## config.mk

```make
export PLATFORM = sky130hd
export DESIGN_NAME = rbm_exec
export DESIGN_NICKNAME = d
export VERILOG_FILES = /design/src/rbm_pkg.sv /design/src/rbm_exec.sv
export VERILOG_INCLUDE_DIRS = /design/src
export SDC_FILE = /design/constraint.sdc
export NUM_CORES = 1
export LEC_CHECK = 0
export BUFFER_PORTS_ARGS = -buffer_cell sky130_fd_sc_hd__buf_2
export CORE_MARGIN = 2
export CORE_UTILIZATION = 45
export CTS_BUF_LIST = sky130_fd_sc_hd__clkbuf_8
export DETAILED_ROUTE_END_ITERATION = 8
export PLACE_DENSITY = 0.69
export SLEW_MARGIN = 40
export SYNTH_ARGS = -nofsm -noshare
export SYNTH_HDL_FRONTEND = slang
export SYNTH_SLANG_ARGS = --single-unit
```

## constraint.sdc

```tcl
create_clock -name I_SYS_CLK -period 5.6 [get_ports I_SYS_CLK]
set_input_delay 1.68 -clock I_SYS_CLK [delete_from_list [all_inputs] [get_ports I_SYS_CLK]]
set_output_delay 1.68 -clock I_SYS_CLK [all_outputs]
set_load 0.005 [all_outputs]
```

## src/rbm_params.svh

```systemverilog
// Constants for the rotate and bit-manipulation execution unit.
// Assumes inclusion by rbm_exec.sv only, not by rbm_pkg.sv.
`ifndef RBM_PARAMS_SVH
`define RBM_PARAMS_SVH
`define RBM_CY_BIT 0
`define RBM_AC_BIT 4
`define RBM_Z_BIT 6
`define RBM_BYTE_MSB 7
`define RBM_WORD_MSB 15
`define RBM_CLK_1 3'h1
`define RBM_CLK_2 3'h2
`define RBM_CLK_3 3'h3
`define RBM_CLK_4 3'h4
`define RBM_CLK_5 3'h5
`define RBM_LEN_2 3'h2
`define RBM_LEN_3 3'h3
`define RBM_LEN_4 3'h4
`define RBM_LEN_5 3'h5
`define RBM_RAM_FETCH_ADD 4'h3
`define RBM_PSW_RESET 8'h00
`endif

```

## src/rbm_pkg.sv

```systemverilog
// Types for the rotate and bit-manipulation execution unit.
// Assumes a decoder that presents one decoded operation at a time.
package rbm_pkg;
  typedef enum logic [4:0] {
    RBM_OP_ROR, RBM_OP_ROL, RBM_OP_ROTATE_RIGHT_THROUGH_CARRY, RBM_OP_ROTATE_LEFT_THROUGH_CARRY, RBM_OP_ROTATE_LEFT_WORD_THROUGH_CARRY,
    RBM_OP_MOV_TO_CY, RBM_OP_MOV_FROM_CY, RBM_OP_AND, RBM_OP_OR, RBM_OP_XOR,
    RBM_OP_SET, RBM_OP_CLR, RBM_OP_SET_CY, RBM_OP_CLR_CY, RBM_OP_NOT_CY
  } rbm_op_t;
  typedef enum logic [2:0] {
    RBM_AM_SADDR, RBM_AM_SFR, RBM_AM_ACC, RBM_AM_PSW, RBM_AM_HL,
    RBM_AM_ABS, RBM_AM_NONE
  } rbm_am_t;
  typedef struct packed {
    rbm_op_t op;
    rbm_am_t am;
    logic bank_q;
    logic word_sel;
    logic [2:0] bit_idx;
    logic code_area;
    logic ram_fetch;
  } rbm_cmd_t;
  typedef struct packed {
    logic rd;
    logic wr;
    logic [7:0] wdata;
  } rbm_mem_t;
endpackage : rbm_pkg

```

## src/rbm_exec.sv

```systemverilog
// Rotate and single-bit operation datapath with cycle accounting.
// Assumes decoder holds I_CMD only during the I_START cycle and memory
// answers a read with I_MEM_RDATA in the same cycle as O_MEM.rd.
`timescale 1ns/100ps
`default_nettype none
`include "rbm_params.svh"
module rbm_exec
  import rbm_pkg::*;
(
  input wire logic I_SYS_CLK,
  input wire logic I_RST_N,
  input wire logic i_cpu_clk_en,
  input wire logic i_start,
  input wire rbm_pkg::rbm_cmd_t i_cmd,
  input wire logic [7:0] i_mem_rdata,
  output logic o_busy,
  output logic o_done,
  output logic [2:0] o_len,
  output logic [3:0] o_clocks,
  output rbm_pkg::rbm_mem_t o_mem,
  output logic [7:0] o_acc,
  output logic [15:0] o_word_ax,
  output logic [15:0] o_word_bc,
  output logic [7:0] o_psw
);
  import rbm_pkg::*;

  typedef enum logic [1:0] {RBM_IDLE, RBM_READ, RBM_WAIT} rbm_st_t;

  rbm_st_t st_q, st_d;
  rbm_cmd_t cmd_q, cmd_d;
  logic [3:0] cnt_q, cnt_d;
  logic [3:0] clk_q, clk_d;
  logic [2:0] len_q, len_d;
  logic busy_q, busy_d, done_q, done_d;
  logic [7:0] a_q, a_d, psw_q, psw_d;
  logic [15:0] ax_q, ax_d, bc_q, bc_d;
  rbm_mem_t mem_q, mem_d;
  logic [3:0] base;
  logic [2:0] blen;
  logic src;
  logic [15:0] w;

  // Base clocks and byte length per form
  always_comb
  begin
    base = {1'b0, `RBM_CLK_1};
    blen = `RBM_LEN_2;
    case (i_cmd.op)
      RBM_OP_MOV_FROM_CY, RBM_OP_SET, RBM_OP_CLR:
      begin
        base = {1'b0, `RBM_CLK_2};
        blen = `RBM_LEN_3;
        if (i_cmd.am == RBM_AM_ACC) base = {1'b0, `RBM_CLK_1};
        if (i_cmd.am == RBM_AM_ACC || (i_cmd.am == RBM_AM_HL && !i_cmd.bank_q))
          blen = `RBM_LEN_2;
        if (i_cmd.am == RBM_AM_ABS) blen = i_cmd.bank_q ? `RBM_LEN_5 : `RBM_LEN_4;
        if (i_cmd.bank_q) base = {1'b0, `RBM_CLK_3};
        if (i_cmd.am == RBM_AM_PSW) base = {1'b0, `RBM_CLK_4};
      end
      RBM_OP_MOV_TO_CY, RBM_OP_AND, RBM_OP_OR, RBM_OP_XOR:
      begin
        blen = (i_cmd.am == RBM_AM_ACC || (i_cmd.am == RBM_AM_HL && !i_cmd.bank_q)) ?
               `RBM_LEN_2 : `RBM_LEN_3;
        if (i_cmd.bank_q) base = {1'b0, `RBM_CLK_2};
        if (i_cmd.am == RBM_AM_HL && i_cmd.code_area)
          base = i_cmd.bank_q ? {1'b0, `RBM_CLK_5} : {1'b0, `RBM_CLK_4};
      end
      default:
      begin
        base = {1'b0, `RBM_CLK_1};
        blen = `RBM_LEN_2;
      end
    endcase
  end

  // Source bit selection from the held command
  always_comb
  begin
    case (cmd_q.am)
      RBM_AM_ACC: src = a_q[cmd_q.bit_idx];
      RBM_AM_PSW: src = psw_q[cmd_q.bit_idx];
      default: src = i_mem_rdata[cmd_q.bit_idx];
    endcase
  end

  always_comb
  begin
    st_d = st_q;
    cmd_d = cmd_q;
    cnt_d = cnt_q;
    clk_d = clk_q;
    len_d = len_q;
    busy_d = busy_q;
    done_d = 1'b0;
    a_d = a_q;
    ax_d = ax_q;
    bc_d = bc_q;
    psw_d = psw_q;
    mem_d = '0;
    w = cmd_q.word_sel ? bc_q : ax_q;
    case (st_q)
      RBM_IDLE:
      begin
        if (i_start)
        begin
          cmd_d = i_cmd;
          len_d = blen;
          // Fetch from RAM is charged the worst case so timing never runs short
          clk_d = i_cmd.ram_fetch ? 4'((base << 1) + `RBM_RAM_FETCH_ADD) : base;
          cnt_d = 4'h1;
          busy_d = 1'b1;
          st_d = RBM_WAIT;
          if (i_cmd.am != RBM_AM_ACC && i_cmd.am != RBM_AM_PSW &&
              i_cmd.am != RBM_AM_NONE && i_cmd.op >= RBM_OP_MOV_TO_CY &&
              i_cmd.op <= RBM_OP_CLR)
          begin
            mem_d.rd = 1'b1;
            st_d = RBM_READ;
          end
        end
      end
      RBM_READ, RBM_WAIT:
      begin
        if (i_cpu_clk_en)
        begin
          if (cnt_q == 4'h1)
          begin
            case (cmd_q.op)
              RBM_OP_ROR: {a_d, psw_d[`RBM_CY_BIT]} = {a_q[0], a_q[7:1], a_q[0]};
              RBM_OP_ROL: {psw_d[`RBM_CY_BIT], a_d} = {a_q[7], a_q[6:0], a_q[7]};
              RBM_OP_ROTATE_RIGHT_THROUGH_CARRY: {a_d, psw_d[`RBM_CY_BIT]} = {psw_q[`RBM_CY_BIT], a_q};
              RBM_OP_ROTATE_LEFT_THROUGH_CARRY: {psw_d[`RBM_CY_BIT], a_d} = {a_q, psw_q[`RBM_CY_BIT]};
              RBM_OP_ROTATE_LEFT_WORD_THROUGH_CARRY:
              begin
                psw_d[`RBM_CY_BIT] = w[`RBM_WORD_MSB];
                if (cmd_q.word_sel) bc_d = {w[14:0], psw_q[`RBM_CY_BIT]};
                else ax_d = {w[14:0], psw_q[`RBM_CY_BIT]};
              end
              RBM_OP_MOV_TO_CY: psw_d[`RBM_CY_BIT] = src;
              RBM_OP_AND: psw_d[`RBM_CY_BIT] = psw_q[`RBM_CY_BIT] & src;
              RBM_OP_OR: psw_d[`RBM_CY_BIT] = psw_q[`RBM_CY_BIT] | src;
              RBM_OP_XOR: psw_d[`RBM_CY_BIT] = psw_q[`RBM_CY_BIT] ^ src;
              RBM_OP_MOV_FROM_CY, RBM_OP_SET, RBM_OP_CLR:
              begin
                mem_d.wdata = i_mem_rdata;
                if (cmd_q.am == RBM_AM_ACC) mem_d.wdata = a_q;
                if (cmd_q.am == RBM_AM_PSW) mem_d.wdata = psw_q;
                mem_d.wdata[cmd_q.bit_idx] = (cmd_q.op == RBM_OP_SET) ? 1'b1 :
                  (cmd_q.op == RBM_OP_CLR) ? 1'b0 : psw_q[`RBM_CY_BIT];
                if (cmd_q.am == RBM_AM_ACC) a_d = mem_d.wdata;
                else if (cmd_q.am == RBM_AM_PSW) psw_d = mem_d.wdata;
                else mem_d.wr = 1'b1;
                if (cmd_q.am != RBM_AM_ACC && cmd_q.am != RBM_AM_PSW)
                  mem_d.wdata = mem_d.wdata;
                else
                  mem_d.wdata = 8'h00;
              end
              RBM_OP_SET_CY: psw_d[`RBM_CY_BIT] = 1'b1;
              RBM_OP_CLR_CY: psw_d[`RBM_CY_BIT] = 1'b0;
              RBM_OP_NOT_CY: psw_d[`RBM_CY_BIT] = ~psw_q[`RBM_CY_BIT];
              default: psw_d = psw_q;
            endcase
          end
          if (cnt_q == clk_q)
          begin
            busy_d = 1'b0;
            done_d = 1'b1;
            st_d = RBM_IDLE;
          end
          cnt_d = cnt_q + 4'h1;
          if (st_q == RBM_READ) st_d = (cnt_q == clk_q) ? RBM_IDLE : RBM_WAIT;
        end
      end
      default: st_d = RBM_IDLE;
    endcase
  end

  always_ff @(posedge I_SYS_CLK)
  begin
    if (!I_RST_N)
    begin
      st_q <= RBM_IDLE;
      cmd_q <= '0;
      cnt_q <= 4'h0;
      clk_q <= 4'h0;
      len_q <= 3'h0;
      busy_q <= 1'b0;
      done_q <= 1'b0;
      a_q <= 8'h00;
      ax_q <= 16'h0000;
      bc_q <= 16'h0000;
      psw_q <= `RBM_PSW_RESET;
      mem_q <= '0;
    end
    else
    begin
      st_q <= st_d;
      cmd_q <= cmd_d;
      cnt_q <= cnt_d;
      clk_q <= clk_d;
      len_q <= len_d;
      busy_q <= busy_d;
      done_q <= done_d;
      a_q <= a_d;
      ax_q <= ax_d;
      bc_q <= bc_d;
      psw_q <= psw_d;
      mem_q <= mem_d;
    end
  end

  assign o_busy = busy_q;
  assign o_done = done_q;
  assign o_len = len_q;
  assign o_clocks = clk_q;
  assign o_mem = mem_q;
  assign o_acc = a_q;
  assign o_word_ax = ax_q;
  assign o_word_bc = bc_q;
  assign o_psw = psw_q;
endmodule : rbm_exec
`default_nettype wire

```

* After elaboration in Yosys (flattened, before gate mapping) *
Index checks and enable logic that the tools add are counted.

operators by class
  add/subtract/negate cells = 2
  order comparisons = 4
  equal/unequal tests = 43
  mux-type cells = 53
  bitwise gates (word level) = 11
  reductions and logical operators = 34

operators by type and width
  cell                                                             count
  8-bit two-way mux                                                7
  5-bit by 4-bit == test with 1-bit output, second input constant  11
  8-bit one-hot mux with 5 select lines                            1
  5-bit by 3-bit == test with 1-bit output, second input constant  7
  4-bit two-way mux                                                6
  6-bit AND reduction                                              3
  1-bit two-way mux                                                17
  16-bit two-way mux                                               1
  2-bit two-way mux                                                8
  4-bit one-hot mux with 2 select lines                            2
  5-bit AND reduction                                              3
  3-bit by 2-bit == test with 1-bit output, second input constant  4
  2-bit != test, second input constant                             6
  3-bit by 2-bit != test with 1-bit output, second input constant  4
  3-bit AND reduction                                              4
  1-bit one-hot mux with 11 select lines                           1
  11-bit nonzero test                                              1
  5-bit by 2-bit == test with 1-bit output, second input constant  2
  1-bit binary-select mux with 3-bit select                        3
  8-bit bitwise mux                                                1
  1-bit logical AND                                                8
  1-bit NOT                                                        8
  3-bit == test, second input constant                             2
  3-bit != test, second input constant                             2
  31 further kinds                                                 35

word-level totals
  flip-flop bits (word level) = 85
  input port bits = 27
  output and inout port bits = 67
  word-level logic and storage cells = 165

* Longest topological paths before layout *
  depth after elaboration = 11
  gate-level depth with buffers = 13
  depth with buffers taken out = 11

* Least setup slack after synthesis *
No wires, ideal clock.

  path kind = input-to-reg
  start = input port i_mem_rdata[7]
  end = register psw_q[0], in the netlist o_psw[0]
  setup time = 0.142 ns
  arrival time = 3.697 ns
  data required time = 5.458 ns
  slack = 1.761 ns
  stages = 10
  buffers on the path = 0
  cell sequence = mux4_2 mux2_2 o21a_1 inv_1 ha_1 nand3b_1 o22ai_1 a22o_1 a2111oi_0 a41oi_1

on the way
  longest elaborated chain between the ends = 5
  elaborated cells on any way between the ends = 7
  those cells by class = mux (4); bitwise (3)

ends and longest elaborated chain
  what                                         RTL line         source
  start: declaration                           rbm_exec.sv:15   input wire logic [7:0] i_mem_rdata,
  1-bit binary-select mux with 3-bit select *  rbm_exec.sv:83   default: src = i_mem_rdata[cmd_q.bit_idx];
  1-bit two-way mux (implied by the code) *    rbm_exec.sv:83
  1-bit one-hot mux with 2 select lines *      rbm_exec.sv:80   case (cmd_q.am)
  1-bit XOR, or another cell as far along      rbm_exec.sv:143  RBM_OP_XOR: psw_d[`RBM_CY_BIT] = psw_q[`RBM_CY_BIT] ^ src;
  1-bit one-hot mux with 11 select lines *     rbm_exec.sv:129  case (cmd_q.op)
  end signal: assignment                       rbm_exec.sv:193  psw_q <= `RBM_PSW_RESET;
  end signal: assignment                       rbm_exec.sv:208  psw_q <= psw_d;
  end: declaration                             rbm_exec.sv:36   logic [7:0] a_q, a_d, psw_q, psw_d;

Every way passes the cells marked *; elsewhere a longest branch is shown, timed or not. The select of a mux whose other input is x is not followed.
A chain may end at the register's enable or synchronous reset.

* Final worst setup path *
  start = input port i_mem_rdata[6]
  end = register psw_q[0], in the netlist o_psw[0]

The elaborated chain is that of the path after synthesis.

==> metrics <==
status complete, no violations; Mapped Cells 488; Async SR Flop Fraction 0%; Slew @ Worst Pin 0.762 ns; Final WS setup 1.87 ns; pre-CTS setup slack 1.49 ns; Syn-to-layout area delta 15.1%; vias in the first global route 3554; post-synth net total 524; final setup fails 0; leakage 2.29 nW; CTS Hold Bufs 0; share of layout cells above drive strength 1 25.5%; flop2flop setup slack 2.44 ns; post-synth top area cell dfxtp_1; VDD IR max 0.170 mV; Worst Skew 0.00896 ns; final worst-path cycle share 66.6%; Max Freq 0.268 GHz; clock tree sinks 85; Hold Violations, Final 0; fillers 937; Post-synth EDFFs 0; Max clock buf depth 2; row cnt 36; Slew Viols, Final 0; hpwl dp 7670 um; worst r2r path cells 10; Crit. Startpoint i_mem_rdata[6]; clock latency on the worst-skew pair 0.36 ns; Die Width 105 um; drt initial violations 177; Placed Cells 686; count leader, synth dfxtp_1; postcts setup bufs 0; Die Ht 105 um; Final ANT Viol Nets 0; WP data required 5.82 ns; CP Capture Type flop; io pins 94; clock buffer count from CTS 9; #FFs+latches synth 85; Wirelength per Cell 14.9 um; initial antenna violation count 0; fin area 0.00528 mm2; final WL 10500 um; # port buffers 93; Relative slew margins 49.2%; CP arrival 3.95 ns; HP Class flop to flop; RR Endpoint o_psw[0]; Remaining Overflow, GRT 0; cells taking the most area after synthesis dfxtp_1, mux2i_1, nor2b_1; sequential fraction of the synthesis area 37.1%; clk root buf clkbuf_8; Max H-tree Level 3; MaxCap Viol Count 0; post-route setup TNS 0 ns; die area 0.0110 mm2; PostCTS Resize Cnt 0; initial core utilization 46.7%; drt via density 5.38; Synth top cells by count dfxtp_1, nor2b_1, mux2i_1; largest net degree at the start of global routing 47; synthesized area per cell 9.39 um2; DP Area 0.00508 mm2; Syn. warnings 0; minimum clock period 3.73 ns; DR DRC count 0; Finished Layout Cells 702; Post-Syn Area 0.00458 mm2; critical path class input port to flop; number of inserted diodes 0; Unique masters post-synth 64; critical path capture point o_psw[0]; first-pass GRT wire length 17700 um; CORE AREA 0.00982 mm2; crit path max fanout 2; gpl congestion 0.844; CTS tree done; post-synth top area share 37.1%; Startpoint Class input port; Pre-antenna DRT Iters 4; gr usage total 19.7%; CTS clk-pin slew, worst paths 0.09 ns; Final #Nets 600; Vias 3778; most used flip-flop cell after synthesis dfxtp_1; r2r startpoint cmd_q[3]; PD cells 282 mW/mm2; RSZ-0062 raised after global routing false
==> routing by layer <==
metal  global-route usage [%]  vias up  share of wire (%)
met1                     27.8     1788                 49
met5                        0        -                  0
met4                     8.00        0                1.5
met3                     3.49       14                4.4
li1                         -     1885                  -
met2                     29.6       91                 45
==> cell usage in the layout, fill, tap and decap left out, types with 11 or more instances in the layout <==
cell	Yosys	final
mux2_2	12	12
buf_2	9	93
nor2_1	11	11
a21boi_0	18	18
mux2i_1	58	58
o21ai_0	16	16
nor2b_1	64	63
dfxtp_1	85	85
nand2_1	53	53
inv_1	13	13
==> metrics by stage <==
stage	power (mW)	util, %	hold slack, ns
final	1.49	53.8	0.474
after global routing	1.58	53.8	0.496
after global placement	1.06	51.6	0.444
after floorplan	0.976	-	0.451
after detailed placement	1.07	51.7	0.461
after CTS	1.50	53.8	0.478
==> cell type report <==
type                            instances  area [um2]  share of cell area [%]
Clock buffer                            9         124                    2.35
Clock inverter                          7        76.3                    1.45
Inverter                               13        48.8                   0.924
Multi-Input combinational cell        360        2680                    50.8
Sequential cell                        85        1700                    32.2
Tap cell                              133         166                    3.15
Timing Repair Buffer                   95         480                    9.10
==> how the worst min path moves through the flow <==
stage / start / end / slack [ns] / cells past startpoint
detailed placement: o_len[0] / o_len[0] / 0.46 / 2
global route: o_len[0] / o_len[0] / 0.50 / 2
global placement: o_len[0] / o_len[0] / 0.44 / 2
floorplan: o_len[0] / o_len[0] / 0.45 / 2
CTS: o_len[0] / o_len[0] / 0.48 / 2
finish: o_len[0] / o_len[0] / 0.47 / 2
==> worst max-delay path: stages <==
cell and delay (ns):
buf_2 0.11, mux4_2 0.45, mux2_2 0.29, o21a_1 0.19, inv_1 0.06, ha_1 0.21, nand3b_1 0.08, o22ai_1 0.08
a22o_1 0.25, a2111oi_0 0.39, a41oi_1 0.16
==> sequential cells by signal, summed over array words and instances (netlist names) <==
| signal | cells |
|---|---|
| o_len | 3 |
| o_clocks | 4 |
| o_done | 1 |
| o_word_bc | 16 |
| o_psw | 8 |
| o_word_ax | 16 |
| cmd_q | 12 |
| cnt_q | 4 |
| o_mem | 10 |
| o_busy | 1 |
| st_q | 2 |
| o_acc | 8 |
==> where the power goes <==
group	total [mW]	switching (mW)	internal, mW
Sequential	0.708	0.0689	0.639
Combinational	0.347	0.195	0.152
Clock	0.432	0.225	0.206
Total	1.49	0.490	0.997
==> cells by family (layout without fill, tap and decap cells) <==
family | Yosys count | in the layout | synth area share, %
AND/OR/NAND/NOR | 180 | 180 | 22.6
multiplexers | 75 | 75 | 18.1
XOR/XNOR | 4 | 4 | 0.764
AO/OA/AOI/OAI | 92 | 92 | 14.4
adder cells (fa/ha/maj) | 9 | 9 | 2.46
buffers and inverters | 43 | 124 | 4.59
flip-flops | 85 | 85 | 37.1
(Power assumes the default switching activity.)
